`config.mk`:
```
export PLATFORM = sky130hd
export DESIGN_NAME = amc_mode_ctrl
export DESIGN_NICKNAME = d
export VERILOG_FILES = /design/src/pkg/amc_pkg.sv /design/src/design/amc_mode_ctrl.sv /design/src/design/amc_tone_detect.sv
export SDC_FILE = /design/constraint.sdc
export NUM_CORES = 1
export LEC_CHECK = 0
export BUFFER_PORTS_ARGS = -buffer_cell sky130_fd_sc_hd__buf_2
export CAP_MARGIN = 25
export CELL_PAD_IN_SITES_DETAIL_PLACEMENT = 0
export CELL_PAD_IN_SITES_GLOBAL_PLACEMENT = 1
export CORE_ASPECT_RATIO = 1.25
export CORE_MARGIN = 2
export CORE_UTILIZATION = 30
export CTS_CLUSTER_DIAMETER = 200
export DETAILED_ROUTE_END_ITERATION = 7
export PLACE_DENSITY = 0.7
export SYNTH_ARGS = -nofsm -noshare
export SYNTH_HDL_FRONTEND = slang
export SYNTH_HIERARCHICAL = 1
export SYNTH_SLANG_ARGS = --single-unit
```
`constraint.sdc`:
```
create_clock -name SYS_CLK -period 1.11 [get_ports SYS_CLK]
set_input_delay 0.1665 -clock SYS_CLK [delete_from_list [all_inputs] [get_ports SYS_CLK]]
set_output_delay 0.1665 -clock SYS_CLK [all_outputs]
set_load 0.005 [all_outputs]
```
`src/pkg/amc_pkg.sv`:
```
// Constants shared by the amplifier mode and tone control logic.
// Assumes a single 125 MHz system clock; all inputs are synchronous.
package amc_pkg;
   // System clock period in nanoseconds.
   localparam int CLK_PERIOD_NS = 8;
   // Least number of rising edges before a tone counts as valid.
   localparam int TONE_MIN_EDGES = 8;
   // Gap without a rising edge after which the tone is lost, in us.
   localparam int TONE_TIMEOUT_US = 1000;
   // Timeout in clock cycles, rounded down as a longest time.
   localparam int TONE_TIMEOUT_CYC = (TONE_TIMEOUT_US * 1000) / CLK_PERIOD_NS;
   // Width of the fixed tone gain code.
   localparam int GAIN_W = 8;
   // Fixed tone path gain code, 0.3 V/V scaled by 256 and truncated.
   localparam logic [7:0] TONE_GAIN = 8'h4C;
   // Width of the volume setting.
   localparam int VOL_W = 5;
   // Volume after reset: lowest step.
   localparam logic [4:0] VOL_RESET = 5'h00;
   // Source selection codes.
   typedef enum logic [1:0] {AMC_SRC_NONE, AMC_SRC_LINE, AMC_SRC_HP,
                             AMC_SRC_TONE} amc_src_t;
endpackage : amc_pkg

```
`src/design/amc_mode_ctrl.sv`:
```
// Mode control for a stereo amplifier: output configuration, input
// selection, shutdown and the tone takeover path.
// Assumes all control inputs are static levels synchronous to SYS_CLK.
`timescale 1ns/1ps
// Operation
// - Select low keeps negative followers on and both channels bridged.
// - Select high turns negative outputs off; channels drive single-ended.
// - Active tone deselects line and headphone pairs; bridged from tone.
// - When tone ends, the previous mode returns and the current host volume is applied.
// - Tone during shutdown wakes the amplifier, then returns to shutdown.
// - With detect enable low, switch to tone mode on valid tone.
// - Tone is valid only after at least eight rising edges.
// - Line pair is used when bridged, headphone pair when single-ended.
// - Shutdown low mutes outputs and enters low current, any select.
module amc_mode_ctrl import amc_pkg::*; #(
   parameter int MIN_EDGES = TONE_MIN_EDGES,
   parameter int TIMEOUT_CYC = TONE_TIMEOUT_CYC
) (
   input wire logic SYS_CLK, // System clock, 125 MHz.
   input wire logic NRST, // Asynchronous reset, active low.
   input wire logic OUTPUT_CONFIG_SELECT, // Low bridged, high single-ended.
   input wire logic SHUTDOWN_N, // Low requests shutdown.
   input wire logic TONE_INPUT, // Tone input level.
   input wire logic TONE_DETECT_ENABLE_N, // Low enables auto detection.
   input wire logic [VOL_W-1:0] VOLUME, // Host volume setting.
   output logic LEFT_POSITIVE_OUTPUT_EN, // Left positive amp enabled.
   output logic RIGHT_POSITIVE_OUTPUT_EN, // Right positive amp enabled.
   output logic LEFT_NEGATIVE_OUTPUT_EN, // Left negative follower on.
   output logic RIGHT_NEGATIVE_OUTPUT_EN, // Right negative follower on.
   output logic LINE_INPUT_PAIR_SEL, // Line pair selected.
   output logic HEADPHONE_INPUT_PAIR_SEL, // Headphone pair selected.
   output logic TONE_SEL, // Tone drives the outputs.
   output logic BRIDGED_MODE, // Outputs run bridged.
   output logic MUTE, // Outputs muted.
   output logic LOW_POWER, // Low-current state.
   output logic [GAIN_W-1:0] TONE_GAIN_OUT, // Fixed tone gain code.
   output logic [VOL_W-1:0] VOLUME_OUT // Applied volume.
);
   logic rst_meta, rst_n;
   logic tone_valid, tone_act;
   logic next_lpos, next_rpos, next_lneg, next_rneg;
   logic next_line, next_hp, next_tone, next_btl, next_mute, next_lowp;
   logic [GAIN_W-1:0] next_gain;
   logic [VOL_W-1:0] next_vol, saved_vol, next_saved_vol;

   // Reset release through two flops; assertion stays asynchronous.
   always_ff @(posedge SYS_CLK or negedge NRST) begin
      if (!NRST) begin
         rst_meta <= 1'b0;
         rst_n <= 1'b0;
      end else begin
         rst_meta <= 1'b1;
         rst_n <= rst_meta;
      end
   end

   amc_tone_detect #(
      .MIN_EDGES(MIN_EDGES),
      .TIMEOUT_CYC(TIMEOUT_CYC)
   ) u_detect (
      .clk(SYS_CLK),
      .rst_n(rst_n),
      .tone_in(TONE_INPUT),
      .valid(tone_valid)
   );

   // Takeover only while detection is enabled by the low level.
   assign tone_act = tone_valid & ~TONE_DETECT_ENABLE_N;

   // Volume held while the tone owns the outputs. The host value is
   // frozen at takeover so a change during the tone is not applied until
   // the tone ends; that keeps the restored setting the one in force.
   always_comb begin
      next_saved_vol = saved_vol;
      if (!TONE_SEL) begin
         next_saved_vol = VOLUME;
      end
   end

   // Output decode: tone first, then shutdown, then the select pin.
   always_comb begin
      next_gain = TONE_GAIN;
      next_vol = VOLUME;
      next_tone = 1'b0;
      next_mute = 1'b0;
      next_lowp = 1'b0;
      if (tone_act) begin
         // Tone wakes even from shutdown and forces bridged output.
         next_tone = 1'b1;
         next_btl = 1'b1;
         next_line = 1'b0;
         next_hp = 1'b0;
         next_lpos = 1'b1;
         next_rpos = 1'b1;
         next_lneg = 1'b1;
         next_rneg = 1'b1;
         next_vol = TONE_SEL ? saved_vol : VOLUME;
      end else if (!SHUTDOWN_N) begin
         // Select pin is a don't-care while shut down.
         next_mute = 1'b1;
         next_lowp = 1'b1;
         next_btl = 1'b0;
         next_line = 1'b0;
         next_hp = 1'b0;
         next_lpos = 1'b0;
         next_rpos = 1'b0;
         next_lneg = 1'b0;
         next_rneg = 1'b0;
         next_vol = TONE_SEL ? saved_vol : VOLUME;
      end else begin
         next_btl = ~OUTPUT_CONFIG_SELECT;
         next_line = ~OUTPUT_CONFIG_SELECT;
         next_hp = OUTPUT_CONFIG_SELECT;
         next_lpos = 1'b1;
         next_rpos = 1'b1;
         next_lneg = ~OUTPUT_CONFIG_SELECT;
         next_rneg = ~OUTPUT_CONFIG_SELECT;
         next_vol = TONE_SEL ? saved_vol : VOLUME;
      end
   end

   // All outputs registered; reset state is muted and shut down.
   always_ff @(posedge SYS_CLK or negedge rst_n) begin
      if (!rst_n) begin
         LEFT_POSITIVE_OUTPUT_EN <= 1'b0;
         RIGHT_POSITIVE_OUTPUT_EN <= 1'b0;
         LEFT_NEGATIVE_OUTPUT_EN <= 1'b0;
         RIGHT_NEGATIVE_OUTPUT_EN <= 1'b0;
         LINE_INPUT_PAIR_SEL <= 1'b0;
         HEADPHONE_INPUT_PAIR_SEL <= 1'b0;
         TONE_SEL <= 1'b0;
         BRIDGED_MODE <= 1'b0;
         MUTE <= 1'b1;
         LOW_POWER <= 1'b1;
         TONE_GAIN_OUT <= TONE_GAIN;
         VOLUME_OUT <= VOL_RESET;
         saved_vol <= VOL_RESET;
      end else begin
         LEFT_POSITIVE_OUTPUT_EN <= next_lpos;
         RIGHT_POSITIVE_OUTPUT_EN <= next_rpos;
         LEFT_NEGATIVE_OUTPUT_EN <= next_lneg;
         RIGHT_NEGATIVE_OUTPUT_EN <= next_rneg;
         LINE_INPUT_PAIR_SEL <= next_line;
         HEADPHONE_INPUT_PAIR_SEL <= next_hp;
         TONE_SEL <= next_tone;
         BRIDGED_MODE <= next_btl;
         MUTE <= next_mute;
         LOW_POWER <= next_lowp;
         TONE_GAIN_OUT <= next_gain;
         VOLUME_OUT <= next_vol;
         saved_vol <= next_saved_vol;
      end
   end

   // Bridged normal operation keeps negative followers on.
   bridged_neg_a: assert property (
      @(posedge SYS_CLK) disable iff (!rst_n)
      (!OUTPUT_CONFIG_SELECT && SHUTDOWN_N && !tone_act) |=>
      (LEFT_NEGATIVE_OUTPUT_EN && RIGHT_NEGATIVE_OUTPUT_EN
       && BRIDGED_MODE))
      else $error("bridged mode without negative followers");
   // Single-ended operation turns negative outputs off.
   se_neg_off_a: assert property (
      @(posedge SYS_CLK) disable iff (!rst_n)
      (OUTPUT_CONFIG_SELECT && SHUTDOWN_N && !tone_act) |=>
      (!LEFT_NEGATIVE_OUTPUT_EN && !RIGHT_NEGATIVE_OUTPUT_EN
       && LEFT_POSITIVE_OUTPUT_EN && !BRIDGED_MODE))
      else $error("single-ended mode with negative outputs driving");
   // Tone takeover deselects both pairs and runs bridged.
   tone_take_a: assert property (
      @(posedge SYS_CLK) disable iff (!rst_n)
      tone_act |=> (TONE_SEL && BRIDGED_MODE && !LINE_INPUT_PAIR_SEL
       && !HEADPHONE_INPUT_PAIR_SEL && !MUTE))
      else $error("tone active without takeover");
   // Tone gain never moves.
   tone_gain_a: assert property (
      @(posedge SYS_CLK) disable iff (!rst_n)
      TONE_GAIN_OUT == TONE_GAIN)
      else $error("tone gain changed");
   // Host volume changes are held off while the tone owns the outputs.
   tone_vol_a: assert property (
      @(posedge SYS_CLK) disable iff (!rst_n)
      (TONE_SEL && tone_act) |=> $stable(VOLUME_OUT))
      else $error("volume moved during tone");
   // Volume in the first cycle after the tone equals the one saved before it.
   vol_restore_a: assert property (
      @(posedge SYS_CLK) disable iff (!rst_n)
      (TONE_SEL && !tone_act && SHUTDOWN_N) |=>
      VOLUME_OUT == $past(saved_vol))
      else $error("volume not restored after tone");
   // Single-ended operation comes back on the headphone pair.
   se_restore_a: assert property (
      @(posedge SYS_CLK) disable iff (!rst_n)
      (TONE_SEL && !tone_act && SHUTDOWN_N && OUTPUT_CONFIG_SELECT) |=>
      (!TONE_SEL && HEADPHONE_INPUT_PAIR_SEL && !BRIDGED_MODE))
      else $error("mode not restored after tone");
   // A tone during shutdown wakes the amplifier fully.
   tone_wake_a: assert property (
      @(posedge SYS_CLK) disable iff (!rst_n)
      (!SHUTDOWN_N && tone_act) |=> (!MUTE && !LOW_POWER
       && LEFT_NEGATIVE_OUTPUT_EN && RIGHT_NEGATIVE_OUTPUT_EN))
      else $error("tone did not wake the amplifier");
   // Shutdown during a tone returns to mute when the tone ends.
   shut_return_a: assert property (
      @(posedge SYS_CLK) disable iff (!rst_n)
      (!SHUTDOWN_N && TONE_SEL && !tone_act) |=> (MUTE && LOW_POWER))
      else $error("no return to shutdown after tone");
   // Detect enable high blocks takeover.
   detect_gate_a: assert property (
      @(posedge SYS_CLK) disable iff (!rst_n)
      TONE_DETECT_ENABLE_N |=> !TONE_SEL)
      else $error("takeover with detection disabled");
   // Input pair follows the mode.
   mux_sel_a: assert property (
      @(posedge SYS_CLK) disable iff (!rst_n)
      (SHUTDOWN_N && !tone_act) |=> (LINE_INPUT_PAIR_SEL == BRIDGED_MODE
       && HEADPHONE_INPUT_PAIR_SEL == !BRIDGED_MODE))
      else $error("input pair does not match mode");
   // Shutdown mutes regardless of the select pin.
   shut_mute_a: assert property (
      @(posedge SYS_CLK) disable iff (!rst_n)
      (!SHUTDOWN_N && !tone_act) |=> (MUTE && LOW_POWER
       && !LEFT_POSITIVE_OUTPUT_EN && !RIGHT_POSITIVE_OUTPUT_EN))
      else $error("shutdown did not mute");
endmodule : amc_mode_ctrl

```
`src/design/amc_tone_detect.sv`:
```
// Tone presence detector: counts rising edges and times out on silence.
// Assumes tone_in is already synchronous to clk; reset is synchronised.
`timescale 1ns/1ps
module amc_tone_detect import amc_pkg::*; #(
   parameter int MIN_EDGES = TONE_MIN_EDGES,
   parameter int TIMEOUT_CYC = TONE_TIMEOUT_CYC
) (
   input wire logic clk, // System clock.
   input wire logic rst_n, // Synchronised reset, active low.
   input wire logic tone_in, // Tone input level.
   output logic valid // Tone currently detected.
);
   localparam int EW = $clog2(MIN_EDGES + 1);
   localparam int TW = $clog2(TIMEOUT_CYC + 1);
   logic prev, next_prev, next_valid;
   logic [EW-1:0] edges, next_edges;
   logic [TW-1:0] idle, next_idle;
   logic rise;

   // Edge count rises per rising edge up to MIN_EDGES; a long gap clears the count, the idle timer and valid.
   always_comb begin
      rise = tone_in & ~prev;
      next_prev = tone_in;
      next_edges = edges;
      next_idle = idle;
      next_valid = valid;
      if (rise) begin
         next_idle = '0;
         if (edges < EW'(MIN_EDGES)) begin
            next_edges = edges + EW'(1);
         end
         if (edges >= EW'(MIN_EDGES - 1)) begin
            next_valid = 1'b1;
         end
      end else if (idle >= TW'(TIMEOUT_CYC - 1)) begin
         next_edges = '0;
         next_valid = 1'b0;
         next_idle = '0;
      end else begin
         next_idle = idle + TW'(1);
      end
   end

   // Registers only.
   always_ff @(posedge clk or negedge rst_n) begin
      if (!rst_n) begin
         prev <= 1'b0;
         edges <= '0;
         idle <= '0;
         valid <= 1'b0;
      end else begin
         prev <= next_prev;
         edges <= next_edges;
         idle <= next_idle;
         valid <= next_valid;
      end
   end

   // Valid may only rise on an edge that completes the minimum count.
   valid_rise_a: assert property (@(posedge clk) disable iff (!rst_n)
      $rose(valid) |-> $past(edges) == EW'(MIN_EDGES - 1))
      else $error("tone valid rose before minimum edge count");
   // A lost tone leaves the edge count cleared.
   lost_clear_a: assert property (@(posedge clk) disable iff (!rst_n)
      $fell(valid) |-> edges == '0 && !$past(rise))
      else $error("tone lost without clearing edge count");
endmodule : amc_tone_detect

```
==> impl_summary.txt, run 1 <==
----------------------------------------------------
[STA]
  Final slew viol count ... 0
  Sum of negative setup slack ... -9.48 ns
  Final period utilization ... 1.40
  Total of endpoints with negative setup slack in the final report ... 22
  Post-layout min period ... 1.56 ns
  Worst hold margin ... 0.00714 ns
  Skew final ... about 0.0037 ns
  Setup repair after global routing missed its margin ... true
  Final hold viol count ... 0
  Highest clock frequency the design can meet ... ~640 MHz
  Setup WS post-layout ... -0.447 ns

[Clock tree]
  Clock buffer count from CTS ... 5
  Skew-Pair Late Insertion Delay ... a little under 0.3 ns
  Clock-pin slew reported for the worst setup and hold paths after clock tree synthesis ... about 0.08 ns
  Clock root buffer ... clkbuf_8
  Count of clock tree sinks ... 36
  H-tree levels ... 2
  CTS Buffer Depth ... 2
  CTS tree ... built

[Setup path]
  Endpoint of the most critical setup path ... u_detect/edges[2]$_DFFE_PN0P_
  Kind of end point of the critical path ... register
  Critical Setup Path Class ... reg -> reg
  Critical Path Start Type ... register
  Endpoint of the lowest-slack register-to-register path ... u_detect/edges[2]$_DFFE_PN0P_
  Worst reg2reg startpoint ... u_detect/idle[10]$_DFF_PN0_
  Crit path required time ... approximately 1.3 ns
  Launching element of the worst setup path ... u_detect/idle[10]$_DFF_PN0_
  Depth of the worst register-to-register path ... 5
  Worst reg-to-reg setup slack ... -0.45 ns
  Arrival time of data at the critical path endpoint ... ~1.7 ns
  Highest fanout seen on the critical path ... 6

[Synthesis]
  Yosys reg bits ... 36
  Most frequently used cell type in the post-synthesis netlist ... dfrtp_1
  Share of the synthesized netlist area taken by xor and xnor gates ... 0.0632
  Top post-synthesis cells by count ... dfrtp_1 (35), buf_4 (12), nor3_1 (12)
  Leading register cell type out of synthesis ... dfrtp_1
  Adder-Cell Fraction of Synth Area ... 0.0139
  Area fraction in and, or, nand and nor cells after synthesis ... 0.241
  Multiplexer area fraction after synthesis ... 0.0312
  EDFF count, synth ... 0
  Share of synthesized area occupied by flip-flops and latches ... 0.500
  Cells after Synth ... between 150 and 200
  Fraction of synthesized cell area taken by the top area cell type ... 0.486
  Share of the synthesized area in compound gates (AO/OA/AOI/OAI) ... 0.0652
  Unique cell type count in the Yosys netlist ... 39
  Synthesized area divided by synthesized cell count ... about 11 um2
  Area contributors post-synth ... dfrtp_1 (49%), nor3_2 (5.0%), buf_4 (5.0%)
  Summed instance area of the synthesized netlist ... about 0.0018 mm2
  Top cell type by total area after synthesis ... dfrtp_1
  Main combinational cell family by area after synthesis ... simple AND/OR/NAND/NOR gates
  Syn. warnings ... 6
  Share of synthesized registers carrying an async set or reset ... 1.00

[Routing]
  Average vias per placed instance ... about 4.7
  Routed wire per std cell ... around 12 um
  Post-route ant nets ... 0
  Via Count ... ~1300
  DRC violation count after routing ... 0
  Number of design-rule violations left by the first detailed-router iteration ... 51
  Routed wire length ... roughly 3500 um
  Pre-antenna DRT Iters ... 4

[Power and ir drop]
  Maximum vdd ir drop ... ~0.00066 V
  Total power per unit cell area ... ~1600 mW/mm2
  Leakage power summed over all cells ... approximately 1.1 nW

[Cells and area]
  Net count of the finished layout ... roughly 230
  Count of inserted antenna diode cells ... 0
  Final cell count without fillers ... 286
  Fraction of layout cells with a size suffix above 1 ... 0.477
  Layout filler cell count ... 573
  Growth of design area from synthesis to finish ... 33.8%

[Outcome]
  Failing checks ... setup timing
  Result of the run ... complete, but fails checks

[Global route]
  M1 GR Usage ... 0.132
  Global routing usage on met3 ... 0.0346
  Met2 track demand over resource ... 0.184
  First-pass GRT wire length ... just under 6000 um
  Initial antenna violation count ... 0
  Pin count of the biggest net entering global routing ... 35
  Overall routing resource usage ... 0.114
  Aggregate global routing overflow ... 0
  Most Used Layer, Global Route ... met2
  Number of global-route vias before repair ... approximately 1300

[Die]
  Die W ... between 70 and 80 um
  Boundary pin count ... 34
  Height of the die ... 90.7 um
  Total Die Area ... about 0.0067 mm2
  Starting Density ... 0.310
  Core Rows ... 31
  Area of the placeable core ... between 0.005 and 0.006 mm2

[Place]
  Cells after DPL ... approximately 280
  Port bufs ... 25
  Placed wire-length estimate after detailed placement ... about 2400 um
  Final GP Congestion ... 0.710

[Job]
  Number of maximum-capacitance constraint violations ... 0

[Hold path]
  Class of the tightest hold or removal check ... in -> reg

----------------------------------------------------
-- layer usage --
layer,part of all wire,vias to the layer above
met4,0.025,0
met1,0.43,647
met3,0.041,7
met2,0.51,39
met5,0,-
li1,-,655
-- where the power goes --
part / leakage, nW / internal (W) / total (W) / switching (W)
Combinational: 0.558 / 0.000501 / 0.000912 / 0.000411
Clock: 0.0541 / 0.000665 / 0.00116 / 0.000493
Sequential: 0.456 / 0.00153 / 0.00169 / 0.000162
Total: 1.07 / 0.00270 / 0.00376 / 0.00107
-- layout make-up --
| cell class | instances | area, um2 | area share |
|---|---|---|---|
| Sequential cell | 36 | 902 | 0.374 |
| Multi-Input combinational cell | 109 | 868 | 0.360 |
| Timing Repair Buffer | 61 | 425 | 0.176 |
| Tap cell | 66 | 82.6 | 0.0342 |
| Clock buffer | 5 | 68.8 | 0.0285 |
| Clock inverter | 3 | 42.5 | 0.0176 |
| Inverter | 6 | 22.5 | 0.00934 |
-- how the worst min path moves through the flow --
stage,slack (ns),cells past startpoint,start,endpoint
finish,0.007,1,TONE_INPUT,u_detect/prev$_DFF_PN0_
global route,0.003,1,TONE_INPUT,u_detect/prev$_DFF_PN0_
CTS,0.001,1,TONE_INPUT,u_detect/prev$_DFF_PN0_
detailed placement,-0.05,1,NRST,rst_meta$_DFF_PN0_
global placement,-0.05,1,NRST,rst_n$_DFF_PN0_
floorplan,-0.13,0,NRST,rst_meta$_DFF_PN0_
-- logic make-up after synthesis --
| kind of cell | count (synthesis) |
|---|---|
| other cells | 2 |
| buf+inv | 23 |
| flops | 36 |
| xor+xnor | 13 |
| simple gates | 63 |
| mux | 5 |
| fa+ha+maj | 2 |
| compound gates | 17 |
-- critical path: stages, from the launching register on --
cell and delay, ns:
dfrtp_1 0.38, or3_4 0.41, nand4bb_4 0.22, o22ai_4 0.20
buf_6 0.18, o21ai_1 0.06
-- cells in the final DEF (no fill, tap or decap), types with 2 or more instances in the layout --
cell type  synthesis  final
and4_1             2      2
buf_6              2      4
a21oi_1            5      3
nor4_1             3      3
a21oi_2            0      2
buf_2              0     25
o21ai_0            4      2
mux2_2             5      5
nor3_2             9     14
nand2_1            8      7
a41oi_1            2      2
inv_1              6      6
nor2_1             7      7
nand2b_1           4      4
xnor2_1            9      9
o21ai_2            1      2
nand4_1            4      4
buf_4             12     30
nor3_1            12      7
clkbuf_8           0      5
dfrtp_1           35     35
conb_1             2      9
xor2_1             4      4
and3_1             4      4
-- per-stage QoR --
stage	worst slack, ns	total power [W]	util	area (um2)
detailed placement	-0.482	0.00258	0.377	2200
finish	-0.447	0.00376	0.415	2410
floorplan	-0.398	0.00223	-	1850
global placement	-0.395	0.00256	0.377	2200
CTS	-0.462	0.00380	0.409	2380
global route	-0.496	0.00401	0.415	2410
-- sequential cells by signal, summed over array words and instances (netlist names) --
register                  cells
TONE_SEL                      1
rst_n                         1
LOW_POWER                     1
u_detect/edges                4
BRIDGED_MODE                  1
u_detect/idle                17
u_detect/prev                 1
LINE_INPUT_PAIR_SEL           1
rst_meta                      1
u_detect/valid                1
HEADPHONE_INPUT_PAIR_SEL      1
RIGHT_POSITIVE_OUTPUT_EN      1
saved_vol                     5
-- what timing repair did --
action,CTS,global route
gates cloned,1,0
buffers inserted,0,1
hold buffers,1,0
endpoints found under the hold margin,2,0
resized for setup,12,5
pin swaps,13,8
setup endpoints to repair,22,24
No activity file was read; power rests on OpenSTA's default activity.
==> run 2: changes to the inputs <==
--- a/config.mk
+++ b/config.mk
@@ -14,7 +14,7 @@
 export CORE_UTILIZATION = 30
 export CTS_CLUSTER_DIAMETER = 200
 export DETAILED_ROUTE_END_ITERATION = 7
-export PLACE_DENSITY = 0.7
+export PLACE_DENSITY = 0.57
 export SYNTH_ARGS = -nofsm -noshare
 export SYNTH_HDL_FRONTEND = slang
 export SYNTH_HIERARCHICAL = 1
==> run 2 against run 1 <==
Effect of this change: the run still ends with setup timing left; worst setup slack worse by 0.013 ns; sequential power is essentially flat; critical path depth unchanged; non-clock buffer count shrank 4; core utilization down 1.2 points; first-iteration DRC count down 41%; total power is 1.0% lower; global-route usage down 0.060 points.
==> impl_summary.txt, run 2 (synthesis results as in run 1) <==
----------------------------------------------------
[STA]
  Final hold viol count ... 0 (unchanged)
  Highest clock frequency the design can meet ... 637 MHz (-0.84%)
  Post-layout min period ... 1.57 ns (+0.0132 ns)
  Setup WS post-layout ... -0.461 ns (-0.0132 ns)
  Setup repair after global routing missed its margin ... true
  Skew final ... 0.00701 ns (+0.00333 ns)
  Final period utilization ... 1.41 (+0.0119)
  Final slew viol count ... 0 (unchanged)
  Total of endpoints with negative setup slack in the final report ... 22 (unchanged)

[Die]
  Core Rows ... 31 (unchanged)
  Height of the die ... 90.7 um (unchanged)
  Total Die Area ... 0.00665 mm2 (unchanged)
  Starting Density ... 0.310 (unchanged)
  Area of the placeable core ... 0.00582 mm2 (unchanged)
  Die W ... 73.3 um (unchanged)
  Boundary pin count ... 34 (unchanged)

[Power and ir drop]
  Proportion of power drawn by combinational gates ... 0.235 (-0.007)
  Clk pwr share ... 0.306 (about the same)
  Switching Share ... 0.279 (-0.00417)
  Switching power summed over all nets ... 0.00104 W (-2.5%)
  Share of total power in sequential cells ... 0.458 (+0.008)
  Internal power consumption ... 0.00268 W (-0.47%)
  Total power per unit cell area ... 1590 mW/mm2 (+2.0%)
  Maximum vdd ir drop ... 0.000606 V (-7.8%)
  Leakage power summed over all cells ... 1.07 nW (+0.44%)

[Routing]
  Wire length on met3 ... 135 um (-4.9%)
  Routed wire per std cell ... 12.7 um (+3.7%)
  Pre-antenna DRT Iters ... 4 (unchanged)
  Number of design-rule violations left by the first detailed-router iteration ... 30 (-41%)
  DRC violation count after routing ... 0 (unchanged)
  Uppermost routed layer ... met4
  Average vias per placed instance ... 4.76 (+0.97%)
  Wl on met1 ... 1460 um (-2.3%)
  Routed wire length ... 3580 um (+2.3%)
  Met2 wire length ... 1930 um (+8.8%)
  Post-route ant nets ... 0 (unchanged)
  Via Count ... 1342 (-0.45%)

[Global route]
  Initial antenna violation count ... 0 (unchanged)
  First-pass GRT wire length ... 5960 um (+2.5%)
  Overall routing resource usage ... 0.113 (-0.000601)
  Number of global-route vias before repair ... 1353 (+6.1%)
  Pin count of the biggest net entering global routing ... 35 (unchanged)
  Aggregate global routing overflow ... 0 (unchanged)

[Cells and area]
  Net count of the finished layout ... 228 (-1.7%)
  Layout filler cell count ... 580 (+1.2%)
  Largest register FFs ... 17 (unchanged)
  Area of combinational cells with multiple inputs ... 820 um2 (-5.6%)
  Register with the most flip-flops ... u_detect/idle
  Growth of design area from synthesis to finish ... 29.8%
  Leading cell types in the layout, fill and taps excluded ... dfrtp_1 (34), buf_4 (28), buf_2 (24)
  Post-layout utilization of the core ... 0.402 (-0.0123)
  FF+latch area ... 903 um2 (+0.14%)
  Fraction of layout cells with a size suffix above 1 ... 0.444 (-0.0328)
  Most common library cell in the layout ignoring fill and taps ... dfrtp_1
  Top Registers ... u_detect/idle x17, saved_vol x5, u_detect/edges x4
  Count of inserted antenna diode cells ... 0 (unchanged)

[Outcome]
  Result of the run ... complete, but fails checks
  Failing checks ... setup timing

[Setup path]
  Arrival time of data at the critical path endpoint ... 1.75 ns (+0.02 ns)
  Critical-path cell with the highest stage delay ... or3_4
  Crit-path cells ... or3_4 -> nand4bb_1 -> o22ai_2 -> buf_12 -> o21ai_1
  Kind of end point of the critical path ... register
  Delay of the slowest critical-path stage ... 0.40 ns (about the same)
  Critical Path Start Type ... register
  Critical Setup Path Class ... reg -> reg
  Highest fanout seen on the critical path ... 22 (+16)
  Crit path required time ... 1.29 ns (about the same)

[Hold path]
  Class of the tightest hold or removal check ... in -> reg

[Clock tree]
  CTS Buffer Depth ... 2 (unchanged)
  Post-CTS setup buffers ... 0 (unchanged)
  Clock root buffer ... clkbuf_8
  Clock-pin slew reported for the worst setup and hold paths after clock tree synthesis ... 0.08 ns (about the same)
  Count of clock tree sinks ... 36 (unchanged)
  Skew-Pair Late Insertion Delay ... 0.28 ns (about the same)
  CTS tree ... built
  Clock buffer count from CTS ... 5 (unchanged)
  H-tree levels ... 2 (unchanged)

[Place]
  Final GP Congestion ... 0.843 (+19%)
  Placed wire-length estimate after detailed placement ... 2610 um (+7.7%)
  Worst setup slack after placement ... -0.481 ns (+0.000805 ns)
  Port bufs ... 25 (unchanged)

[Job]
  Number of maximum-capacitance constraint violations ... 0 (unchanged)

----------------------------------------------------
run 2: cell count changes in the layout (fill, tap and decap cells not counted), moves of 2 or more:
cell    delta
nor3_2     -2
nor3_1     +2
buf_4      -2
buf_6      -3
run 2: area by class of cell:
type                    instances  share of cell area
multi-input cells             109               0.350
repair buffers                 57               0.172
flip-flops and latches         36               0.386
clock inverters                 3              0.0182
clock buffers                   5              0.0294
well taps                      66              0.0353
inverters                       6             0.00962
run 2: path summary, 6_finish.rpt:
| check | end | from | slack [ns] | depth (start not counted) |
|---|---|---|---|---|
| max | u_detect/edges[2]$_DFFE_PN0P_ | u_detect/idle[12]$_DFF_PN0_ | -0.46 | 5 |
| min | LOW_POWER$_DFF_PN1_ | SHUTDOWN_N | 0.04 | 2 |
| max reg2reg | u_detect/edges[2]$_DFFE_PN0P_ | u_detect/idle[12]$_DFF_PN0_ | -0.46 | 5 |
| min reg2reg | u_detect/idle[11]$_DFF_PN0_ | rst_n$_DFF_PN0_ | 0.23 | 1 |
| max in group asynchronous | LOW_POWER$_DFF_PN1_ | rst_n$_DFF_PN0_ | 0.64 | 1 |
| min in group asynchronous | rst_n$_DFF_PN0_ | NRST | 0.19 | 2 |
run 2: layer usage:
layer,global-route usage,up-vias
met2,0.204,32
met5,0,-
li1,-,651
met3,0.0301,6
met4,0.0409,0
met1,0.123,653
run 2: critical path, delay by kind of cell (launching register included):
kind | cells | cell delay (ns)
and+or+nand+nor | 2 | 0.61
DFF | 1 | 0.38
AOI/OAI and AO/OA | 2 | 0.25
buffers and inverters | 1 | 0.21
run 2: through the flow:
stage	TNS, ns	hold WS, ns	cells	instance area [um2]	power [W]
2_1_floorplan	-8.27	-0.129	168	1850	0.00223
3_3_place_gp	-8.20	-0.0484	272	2190	0.00256
3_5_place_dp	-9.59	-0.0462	272	2190	0.00260
4_1_cts	-9.51	0.000946	281	2310	0.00377
5_1_grt	-11.16	0.0318	282	2340	0.00395
6_report	-9.58	0.0422	282	2340	0.00372
run 2: power groups by stage:
stage,clock [W],sequential (W),combinational [W]
finish,0.00114,0.00171,0.000877
floorplan,0,0.00177,0.000465
global placement,0,0.00172,0.000840
global route,0.00124,0.00174,0.000973
detailed placement,0,0.00173,0.000864
CTS,0.00119,0.00171,0.000874
run 2: timing repair:
action	CTS	global route
resized for setup	3	4
endpoints found under the setup margin	22	25
hold buffers	1	1
hold endpoints to repair	2	1
